$ cat config.mk
export PLATFORM = sky130hd
export DESIGN_NAME = global_clock_select_and_chip_id
export DESIGN_NICKNAME = d
export VERILOG_FILES = /design/src/common/gclk_pkg.sv /design/src/design/global_clock_select_and_chip_id.sv
export SDC_FILE = /design/constraint.sdc
export NUM_CORES = 1
export LEC_CHECK = 0
export BUFFER_PORTS_ARGS = -buffer_cell sky130_fd_sc_hd__buf_2
export CORE_UTILIZATION = 55
export CTS_CLUSTER_SIZE = 40
export DETAILED_ROUTE_END_ITERATION = 8
export PLACE_DENSITY_LB_ADDON = 0.08
export SLEW_MARGIN = 20
export SYNTH_ARGS = -nofsm -noshare
export SYNTH_HDL_FRONTEND = slang
export SYNTH_SLANG_ARGS = --single-unit
$ cat constraint.sdc
create_clock -name clk_i -period 4.25 [get_ports clk_i]
set_input_delay 0.85 -clock clk_i [delete_from_list [all_inputs] [get_ports clk_i]]
set_output_delay 0.85 -clock clk_i [all_outputs]
set_load 0.01 [all_outputs]
$ cat src/common/gclk_pkg.sv
// Constants shared by the global clock select and identification block
package gclk_pkg;
  // ---------------------------------------------------------------
  // Register indices (byte address is four times the index)
  // ---------------------------------------------------------------
  localparam logic [7:0] IDX_GCS = 8'h00;
  localparam logic [7:0] IDX_ROM_ID = 8'h2c;
  localparam logic [7:0] IDX_RAM_ID = 8'h2d;
  localparam logic [7:0] IDX_CPU_ID = 8'h2e;
  localparam logic [7:0] IDX_REV_ID = 8'h2f;
  localparam logic [7:0] IDX_SPREAD = 8'h30;
  localparam logic [7:0] IDX_PSAVE = 8'h31;
  // ---------------------------------------------------------------
  // Field positions
  // ---------------------------------------------------------------
  localparam int GCS_FORCE_BIT = 5;
  localparam int GCS_SEL_LSB = 2;
  localparam int PSAVE_SHORT_BIT = 4;
  // ---------------------------------------------------------------
  // Codes and reset values
  // ---------------------------------------------------------------
  localparam logic [1:0] CAUSE_NONE = 2'h0;
  localparam logic [1:0] CAUSE_WDOG = 2'h1;
  localparam logic [1:0] CAUSE_RESET = 2'h3;
  localparam logic [2:0] SEL_OSC8 = 3'h0;
  localparam logic [2:0] SEL_CPU8_PER1 = 3'h1;
  localparam logic [2:0] SEL_OSC1 = 3'h2;
  localparam logic [2:0] SEL_OSC2 = 3'h3;
  localparam logic [2:0] SEL_SLOW_ON = 3'h4;
  localparam logic [2:0] SEL_SLOW_OFF = 3'h5;
  localparam logic [2:0] SEL_OSC4 = 3'h6;
  localparam logic [2:0] SEL_OSC6 = 3'h7;
  localparam logic [2:0] SEL_RESET = SEL_OSC8;
  localparam logic [1:0] PRIO_RESET = 2'h0;
  localparam logic [1:0] SPREAD_OFF = 2'h0;
  localparam logic [1:0] SPREAD_NORMAL = 2'h1;
  localparam logic [1:0] SPREAD_STRONG = 2'h2;
  localparam logic [3:0] SPREAD_NORMAL_STEP = 4'h1;
  localparam logic [3:0] SPREAD_STRONG_STEP = 4'h2;
  // ---------------------------------------------------------------
  // Timing
  // ---------------------------------------------------------------
  localparam int SLOW_CLK_HZ = 32768;
  localparam int BOOT_BAUD = 2400;
  localparam logic [3:0] SHORT_CS_CLOCKS = 4'h2;
endpackage

$ cat src/design/global_clock_select_and_chip_id.sv
// Global clock select, reset cause, periodic interrupt force and chip identification
// Contract
// Four read-only ID registers, id in bits 4:0
// Bit 7 shows boot-pin fetch override
// Bits 6:5 show boot-mode pin levels
// Cause field 00 none, 01 watchdog, 11 reset
// Reading control register clears cause field
// Writing bit 5 one forces periodic interrupt
// Bits 1:0 disable or set interrupt priority
// Select 000..111 sets CPU, peripheral dividers
// Codes 100/101 run from slow clock
// Spreader off, normal or strong cycle jitter
// Slow clock drives real-time and 2400 baud
// Short or self-timed chip select by code
// Short chip select only last 2 clocks
// Clock select switches on clean boundary
//
// Our own choice: the Wishbone slave port.
`timescale 1ns/1ps
module global_clock_select_and_chip_id
  import gclk_pkg::*;
#(
  parameter logic [4:0] ROM_ID = 5'h0a, // Arbitrary value
  parameter logic [4:0] RAM_ID = 5'h13, // Arbitrary value
  parameter logic [4:0] CPU_ID = 5'h15, // Arbitrary value
  parameter logic [4:0] REV_ID = 5'h07, // Arbitrary value
  parameter int SLOW_HZ = SLOW_CLK_HZ,
  parameter int BAUD = BOOT_BAUD
) (
  input wire logic clk_i,
  input wire logic rst_i,
  input wire logic cyc_i,
  input wire logic stb_i,
  input wire logic we_i,
  input wire logic [9:0] adr_i,
  input wire logic [3:0] sel_i,
  input wire logic [31:0] dat_i,
  output logic [31:0] dat_o,
  output logic ack_o,
  input wire logic [1:0] boot_mode_pins_i,
  input wire logic fetch_override_i,
  input wire logic slow_clk_i,
  input wire logic watchdog_timeout_i,
  input wire logic periodic_irq_ack_i,
  input wire logic mem_cs_req_i,
  input wire logic mem_cycle_last_i,
  output logic periodic_irq_pending_o,
  output logic [1:0] periodic_irq_priority_o,
  output logic cpu_clk_en_o,
  output logic periph_clk_en_o,
  output logic main_osc_enable_o,
  output logic rtc_tick_o,
  output logic boot_baud_tick_o,
  output logic memory_cs_n_o,
  output logic self_timed_cs_o
);
  if (BAUD <= 0 || BAUD >= SLOW_HZ || SLOW_HZ > 65535) begin : g_bad_rate
    $error("Boot baud rate must be below the slow clock rate");
  end

  // ---------------------------------------------------------------
  // Pin synchronisers
  // ---------------------------------------------------------------
  // Three stages; a level is accepted only when stages two and three agree.
  logic [3:0] pin_s1, pin_s2, pin_s3, pin_q;
  logic slow_q;
  wire [3:0] pins_raw = {slow_clk_i, fetch_override_i, boot_mode_pins_i};
  wire slow_tick = pin_s2[3] & pin_s3[3] & ~slow_q;

  always_ff @(posedge clk_i) begin
    if (rst_i) begin
      pin_s1 <= 4'h0;
      pin_s2 <= 4'h0;
      pin_s3 <= 4'h0;
      pin_q <= 4'h0;
    end else begin
      pin_s1 <= pins_raw;
      pin_s2 <= pin_s1;
      pin_s3 <= pin_s2;
      pin_q <= (pin_s2 & pin_s3) | (pin_q & (pin_s2 | pin_s3));
    end
  end
  assign slow_q = pin_q[3];

  // ---------------------------------------------------------------
  // Bus decode
  // ---------------------------------------------------------------
  wire [7:0] idx = adr_i[9:2];
  wire req = cyc_i & stb_i;
  wire take = req & ack_o;
  wire hit_gcs = idx == IDX_GCS;
  wire hit_spread = idx == IDX_SPREAD;
  wire hit_psave = idx == IDX_PSAVE;
  wire wr_lane0 = take & we_i & sel_i[0];
  wire wr_gcs = wr_lane0 & hit_gcs;
  wire rd_gcs = take & ~we_i & hit_gcs;

  logic [1:0] cause, prio, spread_mode;
  logic [2:0] sel_field, active_sel;
  logic short_cs_en;
  wire [2:0] id_top = {pin_q[2], pin_q[1:0]};

  logic [7:0] rd_byte;
  always_comb begin
    unique case (idx)
      IDX_GCS: rd_byte = {cause, 1'b0, sel_field, prio};
      IDX_ROM_ID: rd_byte = {id_top, ROM_ID};
      IDX_RAM_ID: rd_byte = {id_top, RAM_ID};
      IDX_CPU_ID: rd_byte = {id_top, CPU_ID};
      IDX_REV_ID: rd_byte = {id_top, REV_ID};
      IDX_SPREAD: rd_byte = {6'h00, spread_mode};
      IDX_PSAVE: rd_byte = {3'h0, short_cs_en, 4'h0};
      default: rd_byte = 8'h00;
    endcase
  end

  // One wait state: ack rises the cycle after the request, for one cycle.
  always_ff @(posedge clk_i) begin
    if (rst_i) begin
      ack_o <= 1'b0;
      dat_o <= 32'h0000_0000;
    end else begin
      ack_o <= req & ~ack_o;
      if (req & ~ack_o & ~we_i) begin
        dat_o <= {24'h00_0000, rd_byte};
      end
    end
  end

  // ---------------------------------------------------------------
  // Control registers
  // ---------------------------------------------------------------
  wire [1:0] next_cause = (rd_gcs ? CAUSE_NONE : cause) |
                          (watchdog_timeout_i ? CAUSE_WDOG : CAUSE_NONE);

  always_ff @(posedge clk_i) begin
    if (rst_i) begin
      cause <= CAUSE_RESET;
      prio <= PRIO_RESET;
      sel_field <= SEL_RESET;
      spread_mode <= SPREAD_OFF;
      short_cs_en <= 1'b0;
      periodic_irq_pending_o <= 1'b0;
    end else begin
      // Watchdog in the read cycle survives; OR keeps code 10 unreachable.
      cause <= next_cause;
      periodic_irq_pending_o <= (wr_gcs & dat_i[GCS_FORCE_BIT]) |
                                (periodic_irq_pending_o & ~periodic_irq_ack_i);
      if (wr_gcs) begin
        prio <= dat_i[1:0];
        sel_field <= dat_i[GCS_SEL_LSB +: 3];
      end
      if (wr_lane0 & hit_spread) begin
        spread_mode <= dat_i[1:0];
      end
      if (wr_lane0 & hit_psave) begin
        short_cs_en <= dat_i[PSAVE_SHORT_BIT];
      end
    end
  end
  assign periodic_irq_priority_o = prio;

  // ---------------------------------------------------------------
  // Clock dividers
  // ---------------------------------------------------------------
  function automatic logic [3:0] div_of(input logic [2:0] s);
    unique case (s)
      SEL_OSC1: div_of = 4'h1;
      SEL_OSC2: div_of = 4'h2;
      SEL_OSC4: div_of = 4'h4;
      SEL_OSC6: div_of = 4'h6;
      SEL_SLOW_ON, SEL_SLOW_OFF: div_of = 4'h0;
      default: div_of = 4'h8;
    endcase
  endfunction

  function automatic logic is_slow(input logic [2:0] s);
    is_slow = (s == SEL_SLOW_ON) || (s == SEL_SLOW_OFF);
  endfunction

  logic [3:0] cnt;
  logic phase;
  // The reload uses the requested code, so the first period after a switch
  // already has the new length and no runt or stretched pulse appears.
  // A slow code reloads 4'hf; the count then idles until the next slow tick.
  wire [3:0] div = div_of(sel_field);
  wire slow_mode = is_slow(active_sel);
  // Spreading needs headroom below the divisor; osc/1 cannot be spread.
  wire [3:0] step = (spread_mode == SPREAD_STRONG && div >= 4'h4) ? SPREAD_STRONG_STEP :
                    (spread_mode != SPREAD_OFF && spread_mode != 2'h3 && div >= 4'h2) ?
                    SPREAD_NORMAL_STEP : 4'h0;
  wire [3:0] base = div - 4'h1;
  wire [3:0] next_cnt = phase ? base + step : base - step;
  wire cpu_en = slow_mode ? slow_tick : (cnt == 4'h0);

  always_ff @(posedge clk_i) begin
    if (rst_i) begin
      active_sel <= SEL_RESET;
      cnt <= 4'h0;
      phase <= 1'b0;
    end else if (cpu_en) begin
      // New code only at the end of a whole divided period.
      active_sel <= sel_field;
      cnt <= next_cnt;
      phase <= ~phase & (step != 4'h0);
    end else if (!slow_mode) begin
      cnt <= cnt - 4'h1;
    end
  end

  assign cpu_clk_en_o = cpu_en;
  assign periph_clk_en_o = (active_sel == SEL_CPU8_PER1) | cpu_en;
  assign main_osc_enable_o = active_sel != SEL_SLOW_OFF;

  // ---------------------------------------------------------------
  // Slow clock consumers
  // ---------------------------------------------------------------
  // Fractional accumulator keeps the average baud exact.
  logic [16:0] baud_acc;
  wire [16:0] acc_sum = baud_acc + 17'(BAUD);
  wire acc_wrap = acc_sum >= 17'(SLOW_HZ);

  always_ff @(posedge clk_i) begin
    if (rst_i) begin
      baud_acc <= 17'h0_0000;
      rtc_tick_o <= 1'b0;
      boot_baud_tick_o <= 1'b0;
    end else begin
      rtc_tick_o <= slow_tick;
      boot_baud_tick_o <= slow_tick & acc_wrap;
      if (slow_tick) begin
        baud_acc <= acc_wrap ? acc_sum - 17'(SLOW_HZ) : acc_sum;
      end
    end
  end

  // ---------------------------------------------------------------
  // Chip select power save
  // ---------------------------------------------------------------
  wire short_code = (active_sel == SEL_OSC8) | (active_sel == SEL_CPU8_PER1) |
                    (active_sel == SEL_OSC4) | (active_sel == SEL_OSC6);
  wire short_active = short_cs_en & short_code;
  wire cs_window = mem_cycle_last_i & (cnt < SHORT_CS_CLOCKS);
  assign memory_cs_n_o = ~(mem_cs_req_i & (~short_active | cs_window));
  assign self_timed_cs_o = short_cs_en & slow_mode;

  // ---------------------------------------------------------------
  // Assertions
  // ---------------------------------------------------------------
  a_id_low_bits: assert property (@(posedge clk_i) disable iff (rst_i)
    (req && !ack_o && !we_i && idx == IDX_CPU_ID) |=> dat_o[4:0] == CPU_ID)
    else $error("CPU id field wrong");
  a_id_pin_bits: assert property (@(posedge clk_i) disable iff (rst_i)
    (req && !ack_o && !we_i && idx == IDX_REV_ID) |=> dat_o[6:5] == $past(pin_q[1:0]))
    else $error("Boot pin bits wrong");
  a_id_fetch_bit: assert property (@(posedge clk_i) disable iff (rst_i)
    (req && !ack_o && !we_i && idx == IDX_ROM_ID) |=> dat_o[7] == $past(pin_q[2]))
    else $error("Fetch override bit wrong");
  a_cause_legal: assert property (@(posedge clk_i) disable iff (rst_i)
    (cause != 2'h2) and (watchdog_timeout_i |=> cause[0]))
    else $error("Illegal reset cause");
  a_cause_clear: assert property (@(posedge clk_i) disable iff (rst_i)
    (rd_gcs && !watchdog_timeout_i) |=> cause == CAUSE_NONE)
    else $error("Cause not cleared by read");
  a_force_irq: assert property (@(posedge clk_i) disable iff (rst_i)
    (wr_gcs && dat_i[GCS_FORCE_BIT]) |=> periodic_irq_pending_o
      ##1 (!$past(rd_gcs) || !dat_o[GCS_FORCE_BIT]))
    else $error("Forced interrupt not pending");
  a_prio_write: assert property (@(posedge clk_i) disable iff (rst_i)
    wr_gcs |=> periodic_irq_priority_o == $past(dat_i[1:0]))
    else $error("Priority not written");
  a_div2_rate: assert property (@(posedge clk_i) disable iff (rst_i)
    (cpu_en && active_sel == SEL_OSC2 && sel_field == SEL_OSC2 && step == 4'h0)
      |=> !cpu_en ##1 cpu_en)
    else $error("osc/2 rate wrong");
  a_slow_source: assert property (@(posedge clk_i) disable iff (rst_i)
    (slow_mode && cpu_en) |-> slow_tick && (main_osc_enable_o == (active_sel != SEL_SLOW_OFF)))
    else $error("Slow mode enable not from slow clock");
  a_baud_tick: assert property (@(posedge clk_i) disable iff (rst_i)
    boot_baud_tick_o |-> rtc_tick_o)
    else $error("Baud tick without slow clock edge");
  a_short_cs: assert property (@(posedge clk_i) disable iff (rst_i)
    (!memory_cs_n_o && short_active) |-> mem_cycle_last_i && cnt <= 4'h1)
    else $error("Short chip select too wide");
  a_clean_switch: assert property (@(posedge clk_i) disable iff (rst_i)
    $changed(active_sel) |-> $past(cpu_en))
    else $error("Clock select changed mid period");

  // ---------------------------------------------------------------
  // Bus, register, divider, slow tick, pin and chip select checks
  // ---------------------------------------------------------------
  // Bus answers are single pulses; a held ack would repeat a read-clear.
  a_ack_pulse: assert property (@(posedge clk_i) disable iff (rst_i)
    ack_o
      |=> !ack_o)
    else $error("Ack longer than one cycle");
  a_rd_upper: assert property (@(posedge clk_i) disable iff (rst_i)
    ack_o
      |-> dat_o[31:8] == 24'h00_0000)
    else $error("Read data upper bytes not zero");
  a_force_reads0: assert property (@(posedge clk_i) disable iff (rst_i)
    (req && !ack_o && !we_i && idx == IDX_GCS)
      |=> !dat_o[GCS_FORCE_BIT])
    else $error("Force bit read back as one");
  a_cause_read: assert property (@(posedge clk_i) disable iff (rst_i)
    (req && !ack_o && !we_i && idx == IDX_GCS)
      |=> dat_o[7:6] == $past(cause))
    else $error("Cause field not reported");
  a_sel_write: assert property (@(posedge clk_i) disable iff (rst_i)
    wr_gcs
      |=> sel_field == $past(dat_i[GCS_SEL_LSB +: 3]))
    else $error("Clock select not written");
  a_prio_hold: assert property (@(posedge clk_i) disable iff (rst_i)
    !wr_gcs
      |=> $stable(periodic_irq_priority_o))
    else $error("Priority changed without write");
  a_pending_hold: assert property (@(posedge clk_i) disable iff (rst_i)
    (periodic_irq_pending_o && !periodic_irq_ack_i)
      |=> periodic_irq_pending_o)
    else $error("Pending interrupt lost");
  a_osc_off: assert property (@(posedge clk_i) disable iff (rst_i)
    !main_osc_enable_o
      |-> slow_mode)
    else $error("Oscillator off outside slow mode");
  a_per_full: assert property (@(posedge clk_i) disable iff (rst_i)
    (active_sel == SEL_CPU8_PER1)
      |-> periph_clk_en_o)
    else $error("Peripheral clock not at full rate");
  a_rtc_tick: assert property (@(posedge clk_i) disable iff (rst_i)
    slow_tick
      |=> rtc_tick_o)
    else $error("Slow clock edge without tick");
  a_self_timed: assert property (@(posedge clk_i) disable iff (rst_i)
    self_timed_cs_o
      |-> slow_mode && short_cs_en)
    else $error("Self-timed select outside slow mode");
  a_short_code: assert property (@(posedge clk_i) disable iff (rst_i)
    short_active
      |-> !slow_mode && active_sel != SEL_OSC1 && active_sel != SEL_OSC2)
    else $error("Short select with wrong code");
  // Per bit: the other pin may still be settling when one bit moves.
  a_pin_agree: assert property (@(posedge clk_i) disable iff (rst_i)
    $changed(pin_q[0])
      |-> $past(pin_s2[0] == pin_s3[0]))
    else $error("Boot pin accepted before stages agree");
  a_fetch_agree: assert property (@(posedge clk_i) disable iff (rst_i)
    $changed(pin_q[2])
      |-> $past(pin_s2[2] == pin_s3[2]))
    else $error("Fetch flag accepted before stages agree");
  a_reload: assert property (@(posedge clk_i) disable iff (rst_i)
    cpu_en
      |=> cnt == $past(next_cnt))
    else $error("Divider not reloaded at boundary");
  a_slow_freeze: assert property (@(posedge clk_i) disable iff (rst_i)
    (slow_mode && !cpu_en)
      |=> cnt == $past(cnt))
    else $error("Divider runs in slow mode");
endmodule

* Word-level counts from Yosys, hierarchy flattened
Cells that the tools add are included.
** Operators by class
- Add/sub/neg operators :: 6
- Multiply operators :: 0
- Div/mod/pow operators :: 0
- $lt $le $gt $ge :: 4
- Equal/unequal tests :: 21
- Shifts and indexed selects :: 0
- Mux-type cells :: 11
- Bitwise logic cells :: 39
- Reduce and logical (&&, ||, !) cells :: 10
** Operators by type and width (number)
- 8-bit one-hot mux with 7 select lines :: 1
- 8-bit by 6-bit == test with 1-bit output, second input constant :: 6
- 3-bit == test, second input constant :: 8
- 1-bit bitwise AND :: 21
- 4-bit one-hot mux with 5 select lines :: 1
- 17-bit by 12-bit adder with 17-bit output, second input constant :: 1
- 17-bit by 16-bit greater-or-equal comparator with 1-bit output, second input constant :: 1
- 17-bit 2-to-1 mux :: 1
- 17-bit by 16-bit subtractor with 17-bit output, second input constant :: 1
- 4-bit 2-to-1 mux :: 3
- 4-bit bitwise AND :: 2
- 8-bit logical NOT :: 1
- 4-bit OR :: 2
- 4-bit by 1-bit subtractor with 4-bit output, second input constant :: 2
- 1-bit NOT :: 7
- 3-bit by 2-bit == test with 1-bit output, second input constant :: 2
- 1-bit OR :: 6
- 4-bit by 2-bit adder with 4-bit output :: 1
- 4-bit by 2-bit greater-or-equal comparator with 1-bit output, second input constant :: 1
- 4-bit by 3-bit greater-or-equal comparator with 1-bit output, second input constant :: 1
- 4-bit logical NOT :: 1
- 4-bit by 2-bit < comparator with 1-bit output, second input constant :: 1
- 2-bit 2-to-1 mux :: 2
- 4-bit nonzero test :: 1
- other kinds (13) :: 17
** Storage, ports and cells
- Flip-flop bits (word level) :: 63
- Bits in latches :: 0
- RAM bits :: 0
- ROM bits :: 0
- Input port bits :: 59
- Output and inout port bits :: 43
- Word-level logic and storage cells :: 109
- Memories kept :: 0

* Longest topological paths before layout
Gate-level depths: netlist of the first run.
- Word-level depth :: 10
- Gate-level depth with buffers :: 12
- Mapped depth without buffers :: 12

* Worst setup path after synthesis of the first run
OpenSTA, ideal clock, no wires.
- Kind :: flip-flop to flip-flop
- Start :: reg baud_acc[5]
- End :: reg baud_acc[15]
- Arrival :: 2.706 ns
- Required time :: 4.116 ns
- Slack :: 1.410 ns
- Stages on the path, launching flop included :: 13
- Period minus slack after synthesis :: 2.840 ns
- Cell sequence :: dfxtp_1 -> inv_1 -> ha_1 -> and2b_4 -> o21a_1 -> o21ai_0 -> xnor2_1 -> ha_1 -> nand2_1 -> nor3_2 -> nand2_1 -> o311a_1 -> or4b_1
** On the way
- Word-level cells in the longest chain between the ends :: 3
** RTL lines
- from (decl) :: RTL line global_clock_select_and_chip_id.sv:219 : logic [16:0] baud_acc;
- from (signal assigned) :: RTL line global_clock_select_and_chip_id.sv:232 : baud_acc <= acc_wrap ? acc_sum - 17'(SLOW_HZ) : acc_sum;
- 17-bit by 12-bit adder with 17-bit output * :: RTL line global_clock_select_and_chip_id.sv:220 : wire [16:0] acc_sum = baud_acc + 17'(BAUD);
- via acc_sum[5] :: RTL line global_clock_select_and_chip_id.sv:220
- 17-bit by 16-bit subtractor with 17-bit output or 17-bit by 16-bit greater-or-equal comparator with 1-bit output (tied branches) :: RTL line global_clock_select_and_chip_id.sv:232, global_clock_select_and_chip_id.sv:221
- 17-bit 2-to-1 mux * :: RTL line global_clock_select_and_chip_id.sv:232
Mark *: on every way through the listed nets, which the timed path passes. The rest lies on a longest branch.
A chain may end at the register's enable or synchronous reset.

* Final worst setup path of the first run
Ends and elaborated chain as after synthesis.

==> summary.txt, run 1 <==
Timing
  • Fmax achieved: 0.3180 GHz
  • Final Setup Violations: 0
  • Final hold slack: 0.4354 ns
  • RSZ-0062 raised after global routing: false
  • Worst-margin pin slew: 0.7942 ns
  • Final min period: 3.145 ns
  • Max Slew Vio Count: 0
  • Final-report hold violation count: 0
  • Slew HR: 46.64%
  • Setup TNS: 0 ns
  • Period utilisation layout: 74.00%
  • Worst Skew: 0.006241 ns

Layout
  • Non-Filler Instances: 489
  • Final #Nets: 484
  • Footprint of the multi-input gates: 1725 µm²
  • Fill count: 479
  • Sequential Area: 1161 µm²
  • Antenna cell count: 0
  • Share of layout cells above drive strength 1: 17.90%
  • Area Growth Syn to Fin: 13.26%

Pwr
  • Leak pwr: 1.454 nW
  • Maximum VDD drop: 0.4306 mV
  • Pwr dens: 434.1 nW/µm²

Routing
  • Final ANT Viol Nets: 0
  • Highest metal used: met4
  • Routed met3 length: 259 µm
  • Drt wl/cell: 12.68 µm
  • Met1 wire length: 3096 µm
  • Vias: 2,626
  • 1st-pass router iterations: 4
  • Vias/cell: 5.370
  • Iteration-0 DRC Markers: 150
  • Met2 wire length: 2750 µm
  • Final WL: 6199 µm
  • DRC viols: 0

Place
  • Port bufs: 46
  • DPL Wire Length: 4315 µm
  • GPL Wtd Cong: 0.7713
  • Dpl cells: 473

Die
  • Core Box Area: 5270 µm²
  • Die width: 77.13 µm
  • Die Height: 77.13 µm
  • Die area: 5948 µm²
  • Cell Rows: 26
  • Starting Density: 58.90%
  • Num ports: 102

Global route
  • Largest net degree at the start of global routing: 63
  • GR Util All Layers: 23.03%
  • First-pass GRT wire length: 10,890 µm
  • Antenna violations before repair: 0
  • Total global routing overflow: 0
  • Vias in the first global route: 2,370

Clock network
  • Num CTS Buffers: 9
  • CTS Root Cell: clkbuf_8
  • Hold buffer count at CTS: 0
  • H-Tree Depth: 3
  • CTS tree: built
  • # Post-CTS Setup Buffers: 0
  • Worst-path clk slew: 0.07 ns
  • Post-CTS sizing: 0
  • Clk sinks: 58
  • Maximum clock path buffer count: 2
  • Worst-skew pair later-pin latency: 0.34 ns

Logic synthesis
  • Synthesized instance count: 372
  • Top FF cell, synth: dfxtp_1
  • Seq/Total Area, Yosys: 37.40%
  • Number of flops mapped to enable cells by yosys: 0
  • Seq cells post-synth: 58
  • Synthesized area per cell: 8.345 µm²
  • Asr flop ratio synth: 0%
  • Synth Warn #: 0
  • Synth Cell Area: 3104 µm²
  • Yosys cell types: 57

Setup path
  • Crit-path max FO: 5
  • Critical path launch point type: register
  • Critical path class: register to register
  • Critical path endpoint category: register
  • Critical path's largest stage delay: 0.49 ns
  • CP Data Arrival Time: 3.36 ns
  • CP Cell Sequence: inv_1 > ha_1 > and2b_4 > o21a_1 > o21ai_0 > xnor2_1 > ha_1 > nand2_1 > nor3_2 > nand2_1 > o311a_1 > or4b_1
  • Req. time, crit path: 4.46 ns
  • CP max stage cell: or4b_1

Run status
  • Status: finished clean

Job
  • Max cap viols: 0

Hold path
  • HP Class: register to register
[kinds of logic (layout without fill, tap and decap cells)]
family          Yosys count  in the layout  synth area share, %
simple gates            147            147                23.94
compound gates           78             78                17.05
flops                    58             58                37.40
buf+inv                  53             77                9.794
xor+xnor                 18             18                5.079
fa+ha+maj                11             11                4.676
mux                       6              6                1.935
other cells               1             24               0.1208
[path summary, 6_finish.rpt]
check	startpoint	endpoint	slack [ns]	cells after the start
worst min register to register	pin_s1[0]$_SDFF_PP0_	pin_s2[0]$_SDFF_PP0_	0.44	1
worst min-delay path	pin_s1[0]$_SDFF_PP0_	pin_s2[0]$_SDFF_PP0_	0.44	1
worst max-delay path	baud_acc[5]$_SDFFE_PP0P_	baud_acc[15]$_SDFFE_PP0P_	1.10	12
worst max register to register	baud_acc[5]$_SDFFE_PP0P_	baud_acc[15]$_SDFFE_PP0P_	1.10	12
[synthesized netlist by cell type (2+ instances only)]
cell type	count	area share [%]
dfxtp_1	58	37
nand2_1	36	4.4
nor2_1	31	3.7
a21oi_1	25	4.0
buf_4	24	5.8
o21ai_0	18	2.9
nand3_1	15	2.4
nor3_1	15	2.4
inv_1	14	1.7
nor2b_1	14	2.8
clkbuf_1	11	1.3
xnor2_1	11	3.1
ha_1	10	4.0
xor2_1	7	2.0
mux2i_1	6	1.9
a221oi_1	5	1.4
and3_1	5	1.0
nand2b_1	5	1.0
nand3b_1	5	1.2
a22oi_1	4	0.97
a21o_1	3	0.73
and2_1	3	0.60
nor4_1	3	0.60
or3_1	3	0.60
a211oi_1	2	0.48
a22o_1	2	0.56
buf_1	2	0.24
buf_6	2	0.73
nand4_1	2	0.40
nor4b_1	2	0.56
o21a_1	2	0.48
or2_2	2	0.40
[routing by layer]
metal,global-route usage (%),up-vias
met4,9.434,0
li1,-,1339
met2,35.66,72
met3,5.714,8
met5,0,-
met1,30.41,1207
[critical path, delay by kind of cell (launching register included)]
family | cells | cell delay, ns
AO/OA/AOI/OAI | 3 | 0.93
XOR/XNOR | 1 | 0.20
adder cells (fa/ha/maj) | 2 | 0.40
buffers and inverters | 1 | 0.09
flip-flops | 1 | 0.38
AND/OR/NAND/NOR | 5 | 1.04
[per-stage QoR]
| step | power, mW | util [%] | setup slack, ns | area, µm² |
|---|---|---|---|---|
| after floorplan | 0.8372 | - | 1.410 | 3191 |
| after global placement | 0.8955 | 61.94 | 1.158 | 3264 |
| after detailed placement | 0.8990 | 61.94 | 1.131 | 3264 |
| after CTS | 1.538 | 66.71 | 1.106 | 3516 |
| after global routing | 1.608 | 66.71 | 0.7902 | 3516 |
| final | 1.526 | 66.71 | 1.105 | 3516 |
[cell usage in the layout (no fill, tap or decap), types with 14 or more instances in the layout]
cell / Yosys / final
a21oi_1: 25 / 25
buf_2: 0 / 46
conb_1: 1 / 24
dfxtp_1: 58 / 58
inv_1: 14 / 14
nand2_1: 36 / 36
nand3_1: 15 / 15
nor2_1: 31 / 31
nor2b_1: 14 / 14
nor3_1: 15 / 15
o21ai_0: 18 / 18
[cell type report]
type / instances / share of cell area [%]
clock buffers: 11 / 4.306
multi-input cells: 284 / 49.07
flip-flops and latches: 58 / 33.02
clock inverters: 5 / 2.847
inverters: 14 / 1.495
repair buffers: 47 / 6.762
well taps: 70 / 2.491
[report_power, final]
| group | switching [mW] | internal [mW] | total (mW) |
|---|---|---|---|
| combinational | 0.177 | 0.110 | 0.287 |
| clock | 0.218 | 0.419 | 0.637 |
| sequential | 0.0280 | 0.575 | 0.603 |
| total | 0.422 | 1.10 | 1.53 |
[sequential cells by signal, indices dropped and copies added, names as in the netlist]
register and flops:
baud_acc 12, dat_o 8, cnt 4, pin_q 4, pin_s1 4, pin_s2 4, pin_s3 4, active_sel 3
sel_field 3, cause 2, periodic_irq_priority_o 2, spread_mode 2, ack_o 1, boot_baud_tick_o 1, periodic_irq_pending_o 1, phase 1
rtc_tick_o 1, short_cs_en 1
No activity file was read; power rests on OpenSTA's default activity.
==> run 2: changes to the inputs <==
CORE_UTILIZATION = 51   (was 55)
clock period = 3.1 ns   (was 4.25 ns; I/O delays follow)
==> run 2 against run 1 <==
Compared with the run above:
- cell area decreased by 0.18%
- clock power is 7.2% higher
- combinational power grew 36%
- critical path type unchanged
==> summary.txt, run 2 (synthesized netlist as in run 1, its figures left out) <==
Clock network
  • # Post-CTS Setup Buffers: 0 (unchanged)
  • Num CTS Buffers: 9 (unchanged)
  • Maximum clock path buffer count: 2 (unchanged)
  • H-Tree Depth: 3 (unchanged)
  • Hold buffer count at CTS: 0 (unchanged)
  • Worst-path clk slew: 0.07 ns (about the same)
  • Clk sinks: 58 (unchanged)
  • CTS tree: built
  • CTS Root Cell: clkbuf_8
  • Post-CTS sizing: 0 (unchanged)
  • Worst-skew pair later-pin latency: 0.34 ns (about the same)

Timing
  • RSZ-0062 raised after global routing: false
  • Slew HR: 55.57% (+8.9 points)
  • Period utilisation layout: 92.15% (+18 points)
  • Max Slew Vio Count: 0 (unchanged)
  • Final-report hold violation count: 0 (unchanged)
  • Setup TNS: 0 ns (unchanged)
  • PnR worst setup slack: 0.2434 ns (-0.8615 ns)
  • Final min period: 2.857 ns (-0.2885 ns)
  • Worst-margin pin slew: 0.6640 ns (-0.1302 ns)
  • Fmax achieved: 0.3501 GHz (+10%)
  • Worst Skew: 0.007523 ns (+0.001282 ns)
  • Final Setup Violations: 0 (unchanged)

Place
  • DPL Wire Length: 4425 µm (+2.5%)
  • GPL Wtd Cong: 0.7869 (+2.0%)
  • Dpl ws: 0.2059 ns (-0.9248 ns)
  • Port bufs: 46 (unchanged)

Routing
  • 1st-pass router iterations: 4 (unchanged)
  • Iteration-0 DRC Markers: 129 (-14%)
  • Vias/cell: 5.287 (-1.6%)
  • Drt wl/cell: 12.28 µm (-3.1%)
  • Final ANT Viol Nets: 0 (unchanged)
  • DRC viols: 0 (unchanged)
  • Vias: 2,638 (+0.46%)
  • Final WL: 6130 µm (-1.1%)

Global route
  • First-pass GRT wire length: 10,430 µm (-4.2%)
  • Vias in the first global route: 2,356 (-0.59%)
  • Largest net degree at the start of global routing: 46 (-27%)
  • Total global routing overflow: 0 (unchanged)
  • GR Util All Layers: 21.23% (-1.8 points)
  • Antenna violations before repair: 0 (unchanged)

Layout
  • Max reg flops: 12 (unchanged)
  • Fill count: 580 (+21%)
  • Largest Register: baud_acc
  • Most frequent cells in the layout: dfxtp_1 (57), buf_2 (46), nand2_1 (36), nor2_1 (31), a21oi_1 (25)
  • Antenna cell count: 0 (unchanged)
  • Area Growth Syn to Fin: 13.06%
  • Final #Nets: 490 (+1.2%)
  • Largest regs: baud_acc x12, dat_o x8
  • Share of layout cells above drive strength 1: 19.10% (+1.2 points)
  • Most common cell after layout, fill and taps aside: dfxtp_1

Setup path
  • CP max stage cell: or4b_1
  • CP Cell Sequence: inv_1 > ha_1 > and2b_4 > o21a_1 > o21ai_0 > xnor2_1 > ha_1 > nand2_1 > nor3_2 > nand2_1 > o311a_1 > or4b_1
  • CP Data Arrival Time: 3.07 ns (-0.29 ns)
  • Critical path class: register to register
  • Req. time, crit path: 3.32 ns (-1.14 ns)
  • CP top delay family: simple AND/OR/NAND/NOR gates
  • R2R setup slack: 0.24 ns (-0.86 ns)
  • Critical path endpoint category: register
  • Critical path's largest stage delay: 0.48 ns (about the same)
  • Critical path launch point type: register
  • CP Buf/Inv Count: 1 (unchanged)
  • Crit-path max FO: 4 (-1)

Hold path
  • HP Class: register to register

Die
  • Die Height: 80.02 µm (+3.7%)
  • Cell Rows: 28 (+7.7%)
  • Core Box Area: 5886 µm² (+12%)
  • Die area: 6402 µm² (+7.6%)
  • Starting Density: 52.74% (-6.2 points)
  • Num ports: 102 (unchanged)
  • Die width: 80.02 µm (+3.7%)

Run status
  • Status: finished clean

Pwr
  • Pwr dens: 541.0 nW/µm² (+25%)
  • Maximum VDD drop: 0.3176 mV (-26%)
  • Leak pwr: 1.449 nW (-0.34%)

Job
  • Max cap viols: 0 (unchanged)
## run 2: power breakdown
group	internal, mW	switching, mW
sequential	0.788	0.0374
combinational	0.152	0.239
clock	0.385	0.298
## run 2: layer usage
| layer | part of all wire [%] | wire length (µm) | global-route usage (%) |
|---|---|---|---|
| met4 | 1.3 | 79 | 9.107 |
| met5 | 0 | 0 | 0 |
| met3 | 5.4 | 333 | 6.400 |
| met2 | 45 | 2748 | 32.99 |
| met1 | 48 | 2970 | 27.07 |
## run 2: worst paths after layout
| kind | from | to | depth (start not counted) |
|---|---|---|---|
| worst max-delay path | baud_acc[6]$_SDFFE_PP0P_ | baud_acc[15]$_SDFFE_PP0P_ | 12 |
| worst min-delay path | pin_s1[2]$_SDFF_PP0_ | pin_s2[2]$_SDFF_PP0_ | 1 |
| worst max register to register | baud_acc[6]$_SDFFE_PP0P_ | baud_acc[15]$_SDFFE_PP0P_ | 12 |
| worst min register to register | pin_s1[2]$_SDFF_PP0_ | pin_s2[2]$_SDFF_PP0_ | 1 |
## run 2: metrics by stage
step	hold WS, ns	power, mW	utilization, %	instance area [µm²]	instances
finish	0.4398	1.899	59.63	3510	499
global placement	0.4175	1.231	56.34	3316	484
detailed placement	0.4290	1.232	56.34	3316	484
global route	0.4580	2.019	59.63	3510	499
floorplan	0.4138	1.148	-	3191	395
CTS	0.4445	1.921	59.61	3508	499
## run 2: area by class of cell
class,count,area (µm²),share of cell area (%)
multi-input combinational,284,1725,49.16
tap,75,93.84,2.674
inverter,14,52.55,1.497
sequential,58,1162,33.12
clock inverter,5,55.05,1.569
clock buffer,10,137.6,3.922
timing repair buffer,53,282.8,8.057
==> run 3: changes to the inputs <==
--- a/config.mk
+++ b/config.mk
@@ -7,5 +7,6 @@
 export LEC_CHECK = 0
 export BUFFER_PORTS_ARGS = -buffer_cell sky130_fd_sc_hd__buf_2
-export CORE_UTILIZATION = 51
+export CORE_UTILIZATION = 52
+export CTS_BUF_LIST = sky130_fd_sc_hd__clkbuf_2 sky130_fd_sc_hd__clkbuf_4 sky130_fd_sc_hd__clkbuf_8
 export CTS_CLUSTER_SIZE = 40
 export DETAILED_ROUTE_END_ITERATION = 8
==> constraint.sdc (replaced) <==
create_clock -name clk_i -period 3.1 [get_ports clk_i]
set_input_delay 0.31 -clock clk_i [delete_from_list [all_inputs] [get_ports clk_i]]
set_output_delay 0.31 -clock clk_i [all_outputs]
set_load 0.01 [all_outputs]
==> run 3 against run 2 <==
Compared with the run above:
- power fell by 3.4%
- hold slack got worse by 0.26 ns
- sequential power barely moved
- final cell count fell by 0.40%
- routed wire length rose by 0.31%
- utilization rose by 2.2 points
- worst setup slack improved by 0.036 ns
- flip-flop and latch count did not move
- first-iteration DRC count rose by 15%
- largest power group unchanged
==> summary.txt, run 3 (synthesized netlist as in run 1, its figures left out) <==
Routing
  • Final ANT Viol Nets: 0 (unchanged)
  • 1st-pass router iterations: 4 (unchanged)
  • Vias/cell: 5.209 (-1.5%)
  • Vias: 2,589 (-1.9%)
  • Final WL: 6149 µm (+0.31%)
  • Drt wl/cell: 12.37 µm (+0.71%)
  • DRC viols: 0 (unchanged)
  • Iteration-0 DRC Markers: 148 (+15%)

Setup path
  • Crit-path max FO: 6 (+2)
  • CP Data Arrival Time: 3.02 ns (-0.05 ns)
  • Critical path class: register to register
  • Critical path launch point type: register
  • Critical path endpoint category: register
  • Req. time, crit path: 3.30 ns (-0.02 ns)

Place
  • DPL Wire Length: 4471 µm (+1.1%)
  • Port bufs: 46 (unchanged)
  • GPL Wtd Cong: 0.8335 (+5.9%)
  • Dpl ws: 0.1921 ns (-0.01383 ns)

Clock network
  • H-Tree Depth: 3 (unchanged)
  • CTS tree: built
  • Clk sinks: 58 (unchanged)
  • Num CTS Buffers: 9 (unchanged)
  • Worst-skew pair later-pin latency: 0.33 ns (about the same)
  • Hold buffer count at CTS: 0 (unchanged)
  • Worst-path clk slew: 0.06 ns (about the same)
  • CTS Root Cell: clkbuf_8
  • Maximum clock path buffer count: 2 (unchanged)

Timing
  • Max Slew Vio Count: 0 (unchanged)
  • RSZ-0062 raised after global routing: false
  • Final-report hold violation count: 0 (unchanged)
  • Setup TNS: 0 ns (unchanged)
  • Final min period: 2.820 ns (-0.03627 ns)
  • Fmax achieved: 0.3546 GHz (+1.3%)
  • PnR worst setup slack: 0.2797 ns (+0.03627 ns)
  • Final Setup Violations: 0 (unchanged)
  • Worst-margin pin slew: 0.7428 ns (+0.07875 ns)
  • Period utilisation layout: 90.98% (-1.2 points)
  • Slew HR: 50.30% (-5.3 points)
  • Worst Skew: 0.007248 ns (-0.0002754 ns)
  • Final hold slack: 0.1820 ns (-0.2578 ns)

Global route
  • First-pass GRT wire length: 10,490 µm (+0.59%)
  • Vias in the first global route: 2,281 (-3.2%)
  • GR Util All Layers: 21.77% (+0.55 points)
  • Largest net degree at the start of global routing: 55 (+20%)
  • Total global routing overflow: 0 (unchanged)
  • Antenna violations before repair: 0 (unchanged)

Hold path
  • HP Class: input pin to register

Pwr
  • Clock Power Share: 33.4% (-2.6 points)
  • Maximum VDD drop: 0.4832 mV (+52%)
  • Seq pwr share: 45.0% (+1.5 points)
  • Sw Ratio: 30.54% (+0.30 points)
  • Leak pwr: 1.452 nW (+0.21%)
  • Psw: 0.5603 mW (-2.4%)
  • Pwr dens: 526.1 nW/µm² (-2.8%)
  • Comb pwr share: 21.6% (+1.0 points)
  • Cell Int Power: 1.274 mW (-3.8%)

Die
  • Core Box Area: 5642 µm² (-4.1%)
  • Die area: 6283 µm² (-1.9%)
  • Die Height: 79.27 µm (-0.94%)
  • Starting Density: 55.02% (+2.3 points)
  • Num ports: 102 (unchanged)
  • Cell Rows: 27 (-3.6%)
  • Die width: 79.27 µm (-0.94%)

Job
  • Max cap viols: 0 (unchanged)

Run status
  • Status: finished clean

Layout
  • Most frequent cells in the layout: dfxtp_1 (58), buf_2 (46), nand2_1 (36), nor2_1 (31), a21oi_1 (25)
  • Most common cell after layout, fill and taps aside: dfxtp_1
  • Largest regs: baud_acc x12, dat_o x8
  • Share of layout cells above drive strength 1: 19.06% (-0.045 points)
  • Antenna cell count: 0 (unchanged)
  • Final #Nets: 490 (unchanged)
  • Area Growth Syn to Fin: 12.33%
  • Largest Register: baud_acc
  • Max reg flops: 12 (unchanged)
## run 3: per-stage QoR
step	utilization (%)	instance area (µm²)	std cells	power, mW
after floorplan	-	3191	395	1.148
after global placement	58.70	3312	481	1.232
after detailed placement	58.70	3312	481	1.235
after CTS	61.81	3487	497	1.855
after global routing	61.81	3487	497	1.942
final	61.81	3487	497	1.835
## run 3: final timing paths
| path | startpoint | slack (ns) | cells after the start | endpoint |
|---|---|---|---|---|
| worst max-delay path | baud_acc[9]$_SDFFE_PP0P_ | 0.28 | 11 | baud_acc[15]$_SDFFE_PP0P_ |
| worst min-delay path | watchdog_timeout_i | 0.18 | 2 | cause[0]$_SDFF_PP1_ |
| worst max register to register | baud_acc[9]$_SDFFE_PP0P_ | 0.28 | 11 | baud_acc[15]$_SDFFE_PP0P_ |
| worst min register to register | pin_s1[2]$_SDFF_PP0_ | 0.44 | 1 | pin_s2[2]$_SDFF_PP0_ |
## run 3: worst max-delay path, stage by stage, from the launching register on
cell and delay [ns]:
dfxtp_1 0.46, nand2_1 0.13, a221oi_2 0.38, nand3_1 0.17
xnor2_1 0.17, inv_1 0.08, ha_1 0.14, nand2_1 0.07
nor3_2 0.18, nand2_1 0.09, o311a_1 0.33, or4b_1 0.49
## run 3: power groups by stage
stage	combinational, mW	sequential [mW]	clock, mW
4_1_cts	0.396	0.825	0.634
6_report	0.397	0.825	0.613
3_3_place_gp	0.391	0.841	0
5_1_grt	0.447	0.833	0.662
3_5_place_dp	0.394	0.841	0
2_1_floorplan	0.314	0.834	0
## run 3: area by class of cell
class | count | area (µm²)
tap | 72 | 90.09
fill | 512 | 2155
inverter | 14 | 52.55
multi-input combinational | 284 | 1725
clock buffer | 13 | 160.2
timing repair buffer | 53 | 282.8
sequential | 58 | 1161
clock inverter | 3 | 15.01
## run 3: metal layers
layer / vias to the layer above / GRT usage [%] / wire (µm) / part of all wire (%)
met2: 71 / 32.67 / 2675 / 44
met1: 1171 / 30.46 / 3060 / 50
met3: 9 / 3.908 / 307 / 5.0
met5: - / 0 / 0 / 0
li1: 1338 / - / - / -
met4: 0 / 9.273 / 106 / 1.7
## run 3: timing repair
action,4_1_cts,5_1_grt
endpoints found under the setup margin,0,1
buffers inserted,0,0
resized for setup,0,1
